File: src/core/btpc_regs.vh
`ifndef BTPC_REGS_VH
`define BTPC_REGS_VH
// command decode bits on the rising-edge ca word; the auto precharge bit is on the falling-edge word
`define BTPC_CA_RD_WR 2'b01
`define BTPC_CA_BST 4'b0011
`define BTPC_CA_PRE 4'b1011
`define BTPC_CA_ACT_BIT 0
`define BTPC_CA_RW_BIT 2
`define BTPC_CA_AB_BIT 4
`define BTPC_CA_BA_LSB 7
`define BTPC_CA_AP_BIT 0
// timing in ns at 40 MHz
`define BTPC_CLK_NS 25
`define BTPC_TRPPB_NS 18
`define BTPC_TRPAB_NS 21
`define BTPC_TWR_NS 15
`define BTPC_TRTP_NS 8
`define BTPC_PREFETCH 5'h04
`define BTPC_CNT_W 5
`endif

File: src/core/btpc_ctl.v
// Notes on behaviour
// - interrupted write length twice cycle gap
// - burst terminate decode cs low 0011
// - truncated length twice command-to-terminate cycles
// - terminate hits only newest access
// - read data stops read latency later
// - write data stops after the truncated length in beats
// - byte mask per lane each beat
// - precharge decode cs low 1011
// - all-bank flag or bank address select
// - bank ready after single time, or all time on eight-bank parts only
// - array write per four-beat group
// - auto precharge closes bank after burst
// - auto precharge bit on falling ca0
// - read auto precharge start point
// - write auto precharge after recovery
`timescale 1ns/100ps
`include "btpc_regs.vh"
module btpc_ctl #(
    parameter NBANK = 8,
    parameter BAW = 3,
    parameter DW = 64,
    parameter NBYTE = 8,
    parameter CW = `BTPC_CNT_W
) (
    input wire clk_sys,
    input wire rst_n,
    input wire cs_n,
    input wire [9:0] ca_rise,
    input wire [9:0] ca_fall,
    input wire [BAW-1:0] act_bank,
    input wire [CW-1:0] burst_len,
    input wire [CW-1:0] rd_lat,
    input wire [CW-1:0] wr_lat,
    input wire eight_bank,
    input wire [DW-1:0] wr_data,
    input wire [NBYTE-1:0] wr_mask,
    input wire wr_valid,
    output wire wr_ready,
    output wire arr_valid,
    input wire arr_ready,
    output wire [DW+NBYTE-1:0] arr_data,
    output reg rd_data_en_reg,
    output reg [CW-1:0] eff_len_reg,
    output reg [NBANK-1:0] bank_open,
    output reg [NBANK-1:0] bank_ready,
    output reg illegal_cmd_reg
);
    localparam [CW-1:0] RP_PB = (`BTPC_TRPPB_NS + `BTPC_CLK_NS - 1) / `BTPC_CLK_NS;
    localparam [CW-1:0] RP_AB = (`BTPC_TRPAB_NS + `BTPC_CLK_NS - 1) / `BTPC_CLK_NS;
    localparam [CW-1:0] WR_CY = (`BTPC_TWR_NS + `BTPC_CLK_NS - 1) / `BTPC_CLK_NS;
    localparam [CW-1:0] RTP_CY = (`BTPC_TRTP_NS + `BTPC_CLK_NS - 1) / `BTPC_CLK_NS;
    localparam [CW-1:0] ONE = {{(CW-1){1'b0}}, 1'b1};
    localparam [CW-1:0] TWO = {{(CW-2){1'b0}}, 2'b10};

    wire cmd_on = !cs_n;
    wire is_rw = cmd_on && (ca_rise[1:0] == `BTPC_CA_RD_WR);
    wire is_rd = is_rw && ca_rise[`BTPC_CA_RW_BIT];
    wire is_wr = is_rw && !ca_rise[`BTPC_CA_RW_BIT];
    wire is_bst = cmd_on && (ca_rise[3:0] == `BTPC_CA_BST);
    wire is_pre = cmd_on && (ca_rise[3:0] == `BTPC_CA_PRE);
    wire is_act = cmd_on && (ca_rise[1:0] == 2'b10);
    wire ap_bit = ca_fall[`BTPC_CA_AP_BIT];
    wire all_bank = ca_rise[`BTPC_CA_AB_BIT];
    // four-bank parts ignore the top bank bit
    wire [BAW-1:0] pre_bank = eight_bank ? ca_rise[`BTPC_CA_BA_LSB +: BAW] :
        {1'b0, ca_rise[`BTPC_CA_BA_LSB +: BAW-1]};

    // burst tracking for the newest access only
    reg act_reg;
    reg is_wr_reg;
    reg [BAW-1:0] acc_bank_reg;
    reg [CW-1:0] age_reg;
    reg [CW-1:0] len_reg;
    reg [CW-1:0] stop_reg;
    reg stop_pend_reg;
    reg [CW-1:0] wbeat_reg;
    wire [CW-1:0] half_len = len_reg >> 1;
    wire burst_live = act_reg && (age_reg < half_len);
    wire [CW-1:0] cut_len = {age_reg[CW-2:0], 1'b0};
    wire [CW-1:0] lat = is_wr_reg ? wr_lat : rd_lat;

    always @(posedge clk_sys) begin
        if (!rst_n) begin
            act_reg <= 1'b0;
            is_wr_reg <= 1'b0;
            acc_bank_reg <= {BAW{1'b0}};
            age_reg <= {CW{1'b0}};
            len_reg <= {CW{1'b0}};
            eff_len_reg <= {CW{1'b0}};
            stop_reg <= {CW{1'b0}};
            stop_pend_reg <= 1'b0;
            rd_data_en_reg <= 1'b0;
            illegal_cmd_reg <= 1'b0;
        end else begin
            if (is_rw) begin
                // a write interrupting a write cuts the first burst
                if (is_wr && burst_live && is_wr_reg) eff_len_reg <= cut_len;
                else if (!burst_live) eff_len_reg <= burst_len;
                act_reg <= 1'b1;
                is_wr_reg <= is_wr;
                acc_bank_reg <= ca_rise[`BTPC_CA_BA_LSB +: BAW];
                age_reg <= ONE;
                len_reg <= burst_len;
                stop_pend_reg <= 1'b0;
                if (burst_live && !is_wr_reg) eff_len_reg <= cut_len;
            end else if (is_bst && burst_live) begin
                eff_len_reg <= cut_len;
                len_reg <= cut_len;
                stop_reg <= lat;
                stop_pend_reg <= 1'b1;
                age_reg <= age_reg + ONE;
            end else if (act_reg) begin
                age_reg <= age_reg + ONE;
                if (stop_pend_reg && stop_reg != {CW{1'b0}}) stop_reg <= stop_reg - ONE;
                if (age_reg >= lat + half_len + TWO) act_reg <= 1'b0;
            end
            rd_data_en_reg <= act_reg && !is_wr_reg && (age_reg >= rd_lat) &&
                (age_reg < rd_lat + half_len) && !(stop_pend_reg && stop_reg == {CW{1'b0}});
            illegal_cmd_reg <= (is_bst && !burst_live) || (is_rw && !bank_open[ca_rise[`BTPC_CA_BA_LSB +: BAW]]);
        end
    end

    // write data path: mask travels with its beat
    reg [CW-1:0] wleft_reg;
    // beats still owed; a cut write drops its unsent tail so the host never hangs
    wire wr_cut = is_wr_reg && burst_live && (is_wr || is_bst);
    wire [CW-1:0] drop_len = wr_cut ? (len_reg - cut_len) : {CW{1'b0}};
    wire [CW-1:0] add_len = is_wr ? burst_len : {CW{1'b0}};
    wire wr_window = (wleft_reg != {CW{1'b0}});
    wire take_beat = wr_valid && wr_window;
    reg [DW-1:0] grp_data_reg;
    reg [NBYTE-1:0] grp_mask_reg;
    reg grp_full_reg;
    wire grp_ready;
    always @(posedge clk_sys) begin
        if (!rst_n) begin
            wbeat_reg <= {CW{1'b0}};
            wleft_reg <= {CW{1'b0}};
            grp_data_reg <= {DW{1'b0}};
            grp_mask_reg <= {NBYTE{1'b0}};
            grp_full_reg <= 1'b0;
        end else begin
            wleft_reg <= wleft_reg - drop_len + add_len - {{(CW-1){1'b0}}, take_beat && wr_ready};
            if (grp_full_reg && grp_ready) grp_full_reg <= 1'b0;
            if (take_beat && wr_ready) begin
                grp_data_reg <= wr_data;
                grp_mask_reg <= wr_mask;
                if (wbeat_reg == `BTPC_PREFETCH - ONE) begin
                    wbeat_reg <= {CW{1'b0}};
                    grp_full_reg <= 1'b1;
                end else begin
                    wbeat_reg <= wbeat_reg + ONE;
                end
            end
        end
    end
    assign wr_ready = !grp_full_reg || grp_ready;

    btpc_skid #(.W(DW + NBYTE)) u_skid (
        .clk_sys(clk_sys),
        .rst_n(rst_n),
        .in_valid(grp_full_reg),
        .in_ready(grp_ready),
        .in_data({grp_mask_reg, grp_data_reg}),
        .out_valid(arr_valid),
        .out_ready(arr_ready),
        .out_data(arr_data)
    );

    // auto precharge delays
    wire [CW-1:0] rd_ap_a = burst_len >> 1;
    wire [CW-1:0] rd_ap_b = (burst_len >> 1) - TWO + RTP_CY;
    wire [CW-1:0] rd_ap = (rd_ap_a > rd_ap_b) ? rd_ap_a : rd_ap_b;
    wire [CW-1:0] wr_ap = wr_lat + (burst_len >> 1) + ONE + WR_CY;

    wire [NBANK-1:0] rdy_w;
    wire [NBANK-1:0] open_w;
    genvar g;
    generate
        for (g = 0; g < NBANK; g = g + 1) begin : g_bank
            wire hit_pre = is_pre && (all_bank || pre_bank == g);
            btpc_bank #(.CW(CW)) u_bank (
                .clk_sys(clk_sys),
                .rst_n(rst_n),
                .act(is_act && act_bank == g),
                .pre(hit_pre),
                .pre_cycles((all_bank && eight_bank) ? RP_AB : RP_PB),
                .ap_arm(is_rw && ap_bit && ca_rise[`BTPC_CA_BA_LSB +: BAW] == g),
                .ap_delay(is_wr ? wr_ap : rd_ap),
                .ap_rp(RP_PB),
                .open_reg(open_w[g]),
                .ready(rdy_w[g]),
                .ap_fire()
            );
        end
    endgenerate
    always @* begin
        bank_open = open_w;
        bank_ready = rdy_w;
    end
endmodule // btpc_ctl

File: src/core/btpc_skid.v
`timescale 1ns/100ps
module btpc_skid #(
    parameter W = 8
) (
    input wire clk_sys,
    input wire rst_n,
    input wire in_valid,
    output wire in_ready,
    input wire [W-1:0] in_data,
    output wire out_valid,
    input wire out_ready,
    output wire [W-1:0] out_data
);
    reg [W-1:0] d0_reg;
    reg [W-1:0] d1_reg;
    reg [1:0] cnt_reg;
    wire push = in_valid && in_ready;
    wire pop = out_valid && out_ready;
    assign in_ready = (cnt_reg != 2'h2);
    assign out_valid = (cnt_reg != 2'h0);
    assign out_data = d0_reg;
    always @(posedge clk_sys) begin
        if (!rst_n) begin
            cnt_reg <= 2'h0;
            d0_reg <= {W{1'b0}};
            d1_reg <= {W{1'b0}};
        end else begin
            case ({push, pop})
                2'b10: begin
                    if (cnt_reg == 2'h0) d0_reg <= in_data;
                    else d1_reg <= in_data;
                    cnt_reg <= cnt_reg + 2'h1;
                end
                2'b01: begin
                    d0_reg <= d1_reg;
                    cnt_reg <= cnt_reg - 2'h1;
                end
                2'b11: begin
                    if (cnt_reg == 2'h1) d0_reg <= in_data;
                    else begin
                        d0_reg <= d1_reg;
                        d1_reg <= in_data;
                    end
                end
                default: begin
                end
            endcase
        end
    end
endmodule // btpc_skid

File: src/core/btpc_bank.v
`timescale 1ns/100ps
`include "btpc_regs.vh"
// one bank: open flag, precharge countdown, auto precharge countdown
module btpc_bank #(
    parameter CW = 5
) (
    input wire clk_sys,
    input wire rst_n,
    input wire act,
    input wire pre,
    input wire [CW-1:0] pre_cycles,
    input wire ap_arm,
    input wire [CW-1:0] ap_delay,
    input wire [CW-1:0] ap_rp,
    output reg open_reg,
    output wire ready,
    output wire ap_fire
);
    reg [CW-1:0] rp_reg;
    reg [CW-1:0] ap_reg;
    reg ap_pend_reg;
    assign ap_fire = ap_pend_reg && (ap_reg == {CW{1'b0}});
    assign ready = !open_reg && (rp_reg == {CW{1'b0}});
    always @(posedge clk_sys) begin
        if (!rst_n) begin
            open_reg <= 1'b0;
            rp_reg <= {CW{1'b0}};
            ap_reg <= {CW{1'b0}};
            ap_pend_reg <= 1'b0;
        end else begin
            if (act) begin
                open_reg <= 1'b1;
            end else if (pre || ap_fire) begin
                open_reg <= 1'b0;
            end
            if (pre) rp_reg <= pre_cycles;
            else if (ap_fire) rp_reg <= ap_rp;
            else if (rp_reg != {CW{1'b0}}) rp_reg <= rp_reg - {{(CW-1){1'b0}}, 1'b1};
            if (ap_arm) begin
                ap_pend_reg <= 1'b1;
                ap_reg <= ap_delay;
            end else if (ap_fire) begin
                ap_pend_reg <= 1'b0;
            end else if (ap_pend_reg) begin
                ap_reg <= ap_reg - {{(CW-1){1'b0}}, 1'b1};
            end
        end
    end
endmodule // btpc_bank

File: config.mk
export PLATFORM = sky130hd
export DESIGN_NAME = btpc_ctl
export DESIGN_NICKNAME = d
export VERILOG_FILES = /design/src/core/btpc_ctl.v /design/src/core/btpc_skid.v /design/src/core/btpc_bank.v
export VERILOG_INCLUDE_DIRS = /design/src /design/src/core
export SDC_FILE = /design/constraint.sdc
export NUM_CORES = 1
export LEC_CHECK = 0
export BUFFER_PORTS_ARGS = -buffer_cell sky130_fd_sc_hd__buf_2
export CAP_MARGIN = 5
export CORE_UTILIZATION = 55
export CTS_BUF_LIST = sky130_fd_sc_hd__clkbuf_2 sky130_fd_sc_hd__clkbuf_4 sky130_fd_sc_hd__clkbuf_8
export CTS_CLUSTER_DIAMETER = 30
export CTS_CLUSTER_SIZE = 14
export DETAILED_ROUTE_END_ITERATION = 8
export GPL_TIMING_DRIVEN = 0
export PLACE_DENSITY = 0.77
export SYNTH_ARGS = -nofsm -noshare
export SYNTH_HDL_FRONTEND = slang
export SYNTH_SLANG_ARGS = --single-unit
File: constraint.sdc
create_clock -name clk_sys -period 4.8 [get_ports clk_sys]
set_clock_uncertainty 0.15 [all_clocks]
set_input_delay 0.48 -clock clk_sys [delete_from_list [all_inputs] [get_ports clk_sys]]
set_output_delay 0.48 -clock clk_sys [all_outputs]
set_load 0.01 [all_outputs]
==> impl_results.md, run 1 <==
* Worst hold path type: in2reg
* Diode count at 0
* Final #Nets at roughly 2500
* Slew at the pin closest to its max-slew limit at about 1.2 ns
* Overall power at about 0.010 W
* Metal3 WL at ~3300 µm
* Hpwl dp at around 30000 µm
* Worst path required time at roughly 5 ns
* Filler cells at 2279
* Gp weighted congestion at ~0.88
* Startpoint types: flip-flop
* Max IR drop VDD at roughly 0.00036 V
* Multiplexer share of the synthesized area at 0.0169
* PwrDens at 515 nW/µm²
* Ratio of cells with drive above 1 in the final layout at 0.170
* Post-synth EDFFs at 0
* End of the worst hold path: grp_data_reg[1]$_SDFFE_PN0P_
* Ys async rst share at 0
* Worst setup startpoint: age_reg[1]$_SDFFE_PP0P_
* Ys Warns at 0
* Antenna violations before repair at 0
* Crit Path Max Fanout at 9
* Top Metal Used: met4
* Full die area at approximately 30000 µm²
* Synth Cell Area at ~16000 µm²
* Compound-gate portion of the synthesized area at 0.160
* Max frequency at ~0.22 GHz
* Synth Area in XOR/XNOR at 0.0438
* Synthesized flop and latch total at 350
* Clock Sinks at 350
* I/O pins at about 210
* Count of input and output buffers at a little under 200
* P_leak at between 8 and 9 nW
* Metal2 WL at 21000 µm
* Final setup viols at 0
* Hold slack at 0.0224 ns
* Reg2reg setup slack at just over 0.3 ns
* Largest net degree at the start of global routing at 13
* Syn avg cell area at roughly 8.3 µm²
* Worst hold path depth at 3
* Dpl ws at -0.000796 ns
* Slew Limit Fails at 0
* DRT Pass-1 Iters at 6
* Die Span Y at around 170 µm
* Hold Vio Cnt, Final at 0
* Inserted Clock Buffers at 74
* Synth Flop Type: dfxtp_1
* Site Rows at 62
* Max_slew headroom at 0.170
* Initial Utilization at 0.558
* Worst skew pair latency at slightly below 0.6 ns
* Maxcap violations at 0
* Area contributors post-synth: dfxtp_1, nand2_1, ha_1, a21oi_1, nor2_1
* FF-to-FF path depth at 18
* Drc violations at 0
* Min-delay src: wr_data[1]
* Synthesized instance count at 1938
* Core region area at between 20000 and 30000 µm²
* Finished Core Util at 0.695
* Synth unique cells at 69
* Grt ovf at 0
* Avg WL per Cell at ~16 µm
* Register area at roughly 7000 µm²
* Global-route wire length before repair at between 70000 and 80000 µm
* Seq/Total Area, Yosys at 0.438
* Bufs on Longest Clock Path at 3
* Final min period at ~4.5 ns
* Post-synth top area share at 0.438
* Synth cell count leaders: nand2_1, dfxtp_1, a21oi_1
* Fin crit share at 0.936
* Adder-Cell Fraction of Synth Area at 0.0769
* Mapped Nets at between 2000 and 2500
* Vias per inst at ~5.5
* Post-CTS Setup Inserts at 0
* Area of the multi-input gates at just over 8000 µm²
* Largest family of logic cells by synthesized area: simple AND/OR/NAND/NOR gates
* R2r startpoint: age_reg[1]$_SDFFE_PP0P_
* Critical Path End Type: flip-flop
* Clk slew on worst S/H paths at about 0.06 ns
* Wirelength, routed at 43600 µm
* Routed via count at around 15000
* Tot GR Track Use at 0.290
* Setup slack after layout at between 0.3 and 0.4 ns
* RSZ-0062 raised after global routing: no
* Die Wd at 173 µm
* Clk root buf: clkbuf_8
* Initial DRC Count at roughly 1300
* Most common cell in the netlist: nand2_1
* Area leader, netlist: dfxtp_1
* Remaining antenna violation count at 0
* M1 WL at roughly 18000 µm
* Reg-to-Reg End: wleft_reg[4]$_SDFF_PN0_
* Vias in the first global route at about 15000
* Area share of and/or/nand/nor cells after synthesis at 0.210
* Critical setup path kind: reg2reg
* CTS H-tree depth at 3
* P&R area growth vs syn at 24.6%
* CTS tree: built
* Status: finished, final reports clean
* Arrival @ worst endpoint at roughly 4.8 ns
==> logic make-up (layout without fill, tap and decap cells) <==
| logic type | Yosys count | count (layout) |
|---|---|---|
| and+or+nand+nor | 781 | 781 |
| DFF | 350 | 350 |
| AOI/OAI and AO/OA | 400 | 400 |
| adders and majority gates | 93 | 93 |
| buffers and inverters | 210 | 607 |
| muxes | 24 | 24 |
| xor gates and xnor gates | 80 | 80 |
==> report_power, final <==
| group | internal, W | switching [W] | total (W) |
|---|---|---|---|
| Sequential | 0.00336 | 0.000299 | 0.00366 |
| Clock | 0.00233 | 0.00149 | 0.00382 |
| Combinational | 0.00117 | 0.00163 | 0.00279 |
| Total | 0.00685 | 0.00342 | 0.0103 |
==> layout make-up <==
type	count	area share
clock inverters	47	0.0314
multi-input cells	1378	0.408
inverters	88	0.0166
clock buffers	90	0.0602
well taps	384	0.0241
repair buffers	260	0.0811
flip-flops and latches	350	0.351
plain buffers	122	0.0274
==> worst max-delay path by stage <==
stage / slack, ns / end / cells after the start
floorplan: 0.59 / wleft_reg[4]$_SDFF_PN0_ / 18
global placement: 0.10 / wleft_reg[4]$_SDFF_PN0_ / 18
detailed placement: -0.0008 / wleft_reg[4]$_SDFF_PN0_ / 18
CTS: 0.19 / wleft_reg[4]$_SDFF_PN0_ / 18
global route: 0.08 / wleft_reg[4]$_SDFF_PN0_ / 18
finish: 0.31 / wleft_reg[4]$_SDFF_PN0_ / 18
==> per-stage QoR <==
step,instances,cell area [µm²],setup TNS [ns]
final,2719,19900,0
after global routing,2719,19900,0
after CTS,2719,19900,0
after detailed placement,2519,17500,-0.000796
after global placement,2519,17500,0
after floorplan,1938,16000,0
==> placed cells by master (no fill, tap or decap), types with 60 or more instances in the layout <==
cell           count
a21oi_1          208
xnor2_1           60
dlygate4sd3_1     63
nor3_1           113
a221oi_1          73
nand2_1          380
clkbuf_8          84
clkbuf_1          86
dfxtp_1          349
ha_1              84
buf_2            213
inv_1             87
nor2_1           204
==> repair_timing <==
item,in CTS,in global routing
gates resized for setup,1,1
hold buffers,63,0
cloned,0,0
setup endpoints to repair,1,1
endpoints found under the hold margin,63,0
==> worst max-delay path, cell delays in order, from the launching register on <==
cell       delay (ns)
dfxtp_2          0.43
inv_1            0.14
ha_1             0.33
nor2b_1          0.16
o31ai_4          0.36
o2111ai_1        0.32
nor2_1           0.23
fa_1             0.46
fa_1             0.46
inv_1            0.07
ha_1             0.16
inv_1            0.05
fa_1             0.39
inv_1            0.07
a21o_1           0.10
a21oi_1          0.07
xnor2_1          0.23
xnor2_1          0.14
nor2_1           0.05
==> layer usage <==
layer	vias to the layer above	GRT usage
met5	-	0
met4	0	0.139
met3	117	0.0545
met2	616	0.495
met1	7006	0.351
li1	7318	-
Note: power is estimated with default switching activity, not from simulation.
==> run 2: changes to the inputs <==
- RECOVER_POWER: default -> 50
==> impl_results.md, run 2 (same netlist as run 1, synthesis figures left out) <==
* Worst skew pair latency at 0.58 ns
* Reg2reg setup slack at approximately 0.34 ns
* Maxcap violations at 1
* Final setup viols at 0
* Avg WL per Cell at 16.1 µm
* Bufs on Longest Clock Path at 3
* Clk slew on worst S/H paths at approximately 0.060 ns
* Critical setup path kind: reg2reg
* DRT Pass-1 Iters at 6
* Global-route wire length before repair at ~71000 µm
* Grt ovf at 0
* Clock Sinks at 350
* Initial Utilization at 0.558
* Worst setup startpoint: age_reg[1]$_SDFFE_PP0P_
* Gp weighted congestion at 0.881
* Top Metal Used: met4
* Placed cells at approximately 2500
* Routed via count at roughly 15000
* Wirelength, routed at approximately 44000 µm
* Worst Setup EP: wleft_reg[4]$_SDFF_PN0_
* Status: finished, violations left
* Final min period at 4.46 ns
* Failing checks: max-capacitance violations, max-slew violations
* Worst hold path type: in2reg
* Full die area at between 20000 and 30000 µm²
* Count of input and output buffers at roughly 200
* Commonest non-fill, non-tap cell in the layout: nand2_1
* Die Span Y at ~170 µm
* Inserted Clock Buffers at 74
* Diode count at 0
* Metal2 WL at 20900 µm
* P_leak at around 7.8 nW
* Core region area at ~29000 µm²
* Fin crit share at 0.928
* Finished Core Util at 0.690
* Hold slack at about 0.024 ns
* R2r startpoint: age_reg[1]$_SDFFE_PP0P_
* Arrival @ worst endpoint at ~4.8 ns
* Remaining antenna violation count at 0
* Die Wd at approximately 170 µm
* RSZ-0062 raised after global routing: no
* CTS H-tree depth at 3
* Largest net degree at the start of global routing at 13
* Startpoint types: flip-flop
* Slew at the pin closest to its max-slew limit at ~1.5 ns
* Most frequent cells in the layout: nand2_1, dfxtp_1, a21oi_1
* Antenna violations before repair at 0
* Final #Nets at between 2000 and 2500
* Vias per inst at approximately 5.5
* Crit Path Max Fanout at 9
* Slew Limit Fails at 1
* Tot GR Track Use at 0.290
* M1 WL at between 15000 and 20000 µm
* Max IR drop VDD at ~0.00035 V
* Metal3 WL at between 3000 and 4000 µm
* PwrDens at slightly above 500 nW/µm²
* Dpl ws at -0.000796 ns
* I/O pins at between 200 and 250
* Drc violations at 0
* Clk root buf: clkbuf_8
* Overall power at 0.0102 W
* Fin cells at approximately 2700
* Register area at around 7000 µm²
* Max_slew headroom at -0.00618
* Ratio of cells with drive above 1 in the final layout at 0.127
* Site Rows at 62
* Reg-to-Reg End: wleft_reg[4]$_SDFF_PN0_
* P&R area growth vs syn at 23.6%
* Hold Vio Cnt, Final at 0
* Initial DRC Count at 1174
* Setup slack after layout at 0.344 ns
* Hpwl dp at 29900 µm
* Worst path required time at around 5 ns
* Vias in the first global route at 14500
* Critical Path End Type: flip-flop
* CTS tree: built
* Max frequency at ~0.22 GHz
* Filler cells at 2333
* Post-CTS Setup Inserts at 0
* Area of the multi-input gates at a little over 8000 µm²
* FF-to-FF path depth at 18
run 2: where the power goes:
part           total (W)  internal, W  switching, W
Clock            0.00382      0.00233       0.00149
Sequential       0.00366      0.00336      0.000303
Combinational    0.00272      0.00110       0.00162
Total             0.0102      0.00678       0.00342
run 2: worst min-delay path by stage:
stage,from,end,slack (ns),depth (start not counted)
2_1_floorplan,g_bank[1].u_bank.rp_reg[4]$_SDFFE_PP0P_,g_bank[1].u_bank.rp_reg[4]$_SDFFE_PP0P_,0.27,2
3_3_place_gp,g_bank[2].u_bank.rp_reg[4]$_SDFFE_PP0P_,g_bank[2].u_bank.rp_reg[4]$_SDFFE_PP0P_,0.28,2
3_5_place_dp,g_bank[6].u_bank.rp_reg[4]$_SDFFE_PP0P_,g_bank[6].u_bank.rp_reg[4]$_SDFFE_PP0P_,0.29,2
4_1_cts,wr_data[48],grp_data_reg[48]$_SDFFE_PN0P_,0.0004,3
5_1_grt,wr_mask[1],grp_mask_reg[1]$_SDFFE_PN0P_,0.003,3
6_report,wr_data[1],grp_data_reg[1]$_SDFFE_PN0P_,0.02,3
run 2: critical path, cell delays in order (launching register included):
cell	delay, ns
dfxtp_2	0.43
inv_1	0.14
ha_1	0.33
nor2b_1	0.16
o31ai_4	0.36
o2111ai_1	0.32
nor2_1	0.23
fa_1	0.46
fa_1	0.46
inv_1	0.07
ha_1	0.16
inv_1	0.05
fa_1	0.39
inv_1	0.07
a21o_1	0.11
a21oi_1	0.07
xnor2_1	0.20
xnor2_1	0.14
nor2_1	0.05
run 2: cell type report:
cell class | count | share of cell area
plain buffers | 122 | 0.0269
clock buffers | 90 | 0.0607
clock inverters | 47 | 0.0316
inverters | 88 | 0.0167
multi-input cells | 1378 | 0.410
flip-flops and latches | 350 | 0.354
well taps | 384 | 0.0243
repair buffers | 260 | 0.0758
run 2: timing repair:
item	4_1_cts	5_1_grt
pin swaps	0	0
endpoints found under the hold margin	63	0
setup endpoints to repair	1	1
hold buffers	63	0
gates resized for setup	1	1
run 2: stage by stage:
step	cell area, µm²	TNS [ns]
floorplan	16000	0
global placement	17500	0
detailed placement	17500	-0.000796
CTS	19900	0
global route	19800	0
finish	19800	0
run 2: metal layers:
| layer | vias to the layer above | GRT usage |
|---|---|---|
| li1 | 7323 | - |
| met1 | 6979 | 0.351 |
| met2 | 588 | 0.495 |
| met3 | 124 | 0.0545 |
| met4 | 0 | 0.139 |
| met5 | - | 0 |
==> run 3: changes to the inputs <==
- clock period: 4.8 -> 4.1 ns (I/O delays scaled with it)
==> impl_results.md, run 3 (same netlist as run 1, synthesis figures left out) <==
* Full die area at 29800 µm²
* Worst path max stage delay at between 0.4 and 0.5 ns
* Routed via count at about 15000
* Clock Sinks at 350
* Max frequency at between 0.2 and 0.3 GHz
* Clk root buf: clkbuf_8
* Die Span Y at 173 µm
* Ratio of cells with drive above 1 in the final layout at 0.136
* Most frequent cells in the layout: nand2_1, dfxtp_1, a21oi_1
* Wirelength, routed at between 40000 and 50000 µm
* Inserted Clock Buffers at 74
* Antenna violations before repair at 0
* Setup slack after layout at 0.154 ns
* Critical Path End Type: flip-flop
* CTS H-tree depth at 3
* Max IR drop VDD at between 0.0005 and 0.0006 V
* Avg WL per Cell at approximately 16 µm
* CP bufs+invs at 4
* Max_slew headroom at 0.0208
* Hold Vio Cnt, Final at 0
* Hold slack at between 0.05 and 0.06 ns
* Fin crit share at 0.962
* Status: finished, final reports clean
* CP dominant cell by count: inv_1
* Worst skew pair latency at just over 0.6 ns
* Finished Core Util at 0.698
* Clk slew on worst S/H paths at ~0.050 ns
* Sw frac at 0.333
* CP top delay family: adder cells
* P_sw at 0.00398 W
* Startpoint types: flip-flop
* Commonest non-fill, non-tap cell in the layout: nand2_1
* Filler cells at around 2300
* Count of input and output buffers at 197
* Clk network pwr share at 0.372
* Tot GR Track Use at 0.291
* Hpwl dp at ~30000 µm
* Critical setup path kind: reg2reg
* Dpl ws at -0.551 ns
* Drc violations at 0
* Post-DP Area at between 15000 and 20000 µm²
* P_leak at slightly below 8 nW
* P&R area growth vs syn at 25.2%
* Final min period at 3.95 ns
* Vias per inst at approximately 5.5
* Fin cells at approximately 2700
* Core region area at 28700 µm²
* Fin area at roughly 20000 µm²
* Slew at the pin closest to its max-slew limit at roughly 1.5 ns
* Seq pwr share at 0.359
* Initial DRC Count at approximately 1100
* Placed cells at approximately 2500
* Critical-path top delay cell: fa_1
* Largest net degree at the start of global routing at 16
* Grt ovf at 0
* Global-route wire length before repair at about 70000 µm
* Maxcap violations at 0
* Final setup viols at 0
* Gp weighted congestion at between 0.8 and 0.9
* Bufs on Longest Clock Path at 3
* I/O pins at approximately 210
* DRT Pass-1 Iters at 9
* Die Wd at around 170 µm
* Remaining antenna violation count at 0
* Site Rows at 62
* P_int at roughly 0.008 W
* Crit Path Max Fanout at 9
* Worst path required time at 4.40 ns
* PwrDens at 596 nW/µm²
* Worst hold path type: in2reg
* Worst-path cell chain: inv_1 > ha_4 > o21a_1 > o31ai_4 > o2111ai_4 > nor2_2 > fa_1 > fa_1 > inv_1 > ha_2 > inv_1 > fa_2 > inv_1 > a21o_1 > a21oi_2 > xnor2_1 > xnor2_1 > nor2_1
* Slew Limit Fails at 0
* Initial Utilization at 0.558
* CTS tree: built
* Arrival @ worst endpoint at around 4.3 ns
* Final #Nets at between 2000 and 3000
* Comb pwr share at 0.269
* Vias in the first global route at 14800
==> run 3: changes by cell type in the layout (fill, tap and decap cells not counted), sizes merged <==
| cell | change |
|---|---|
| clkbuf | +4 |
| clkinv | -1 |
| buf | +10 |
| clkinvlp | -3 |
| diode | +1 |
| dlygate4sd3 | +13 |
| inv | -3 |
| bufinv | -1 |
==> run 3: path summary, 6_finish.rpt <==
| check | from | to | slack [ns] | depth (start not counted) |
|---|---|---|---|---|
| hold reg to reg | g_bank[6].u_bank.rp_reg[4]$_SDFFE_PP0P_ | g_bank[6].u_bank.rp_reg[4]$_SDFFE_PP0P_ | 0.29 | 2 |
| setup reg to reg | age_reg[2]$_SDFFE_PP0P_ | wleft_reg[4]$_SDFF_PN0_ | 0.15 | 18 |
| setup / recovery | age_reg[2]$_SDFFE_PP0P_ | wleft_reg[4]$_SDFF_PN0_ | 0.15 | 18 |
| hold / removal | burst_len[1] | len_reg[1]$_SDFFE_PN0P_ | 0.06 | 3 |
==> run 3: power groups by stage <==
stage	Sequential, W	Combinational (W)	Clock (W)
after global routing	0.00434	0.00359	0.00468
final	0.00429	0.00321	0.00445
after global placement	0.00431	0.00306	0
after CTS	0.00427	0.00326	0.00449
after detailed placement	0.00434	0.00316	0
after floorplan	0.00436	0.00219	0
==> run 3: metrics by stage <==
step	TNS [ns]	total power, W
after floorplan	0	0.00656
after global placement	-0.557	0.00738
after detailed placement	-0.772	0.00750
after CTS	0	0.0120
after global routing	-0.0187	0.0126
final	0	0.0119
==> run 3: per-layer routing <==
metal / wire (µm) / track usage / vias up
li1: - / - / 7364
met1: 18400 / 0.359 / 7097
met2: 21200 / 0.496 / 608
met3: 3470 / 0.0515 / 115
met4: 1440 / 0.130 / 0
met5: 0 / 0 / -
==> run 3: repair_timing <==
| item | 4_1_cts | 5_1_grt |
|---|---|---|
| resized for setup | 11 | 13 |
| pin swaps | 4 | 11 |
| endpoints found under the hold margin | 75 | 0 |
| buffers inserted | 2 | 5 |
| endpoints found under the setup margin | 4 | 1 |
| hold buffers | 76 | 0 |
==> run 3: area by class of cell <==
cell class	instances	area, µm²	share of cell area
Tap cell	384	480	0.0240
Clock buffer	98	1280	0.0639
Sequential cell	350	7020	0.350
Clock inverter	39	528	0.0263
Antenna cell	1	2.50	0.000125
Buffer	121	534	0.0267
Timing Repair Buffer	280	1680	0.0840
Inverter	88	335	0.0167
Multi-Input combinational cell	1378	8180	0.408
==> run 3: worst register-to-register path: cells and delay by family, from the launching register on <==
kind / cells / cell delay (ns)
fa+ha+maj: 5 / 1.73
compound gates: 5 / 0.66
flops: 1 / 0.41
xor+xnor: 2 / 0.34
buf+inv: 4 / 0.33
simple gates: 2 / 0.20
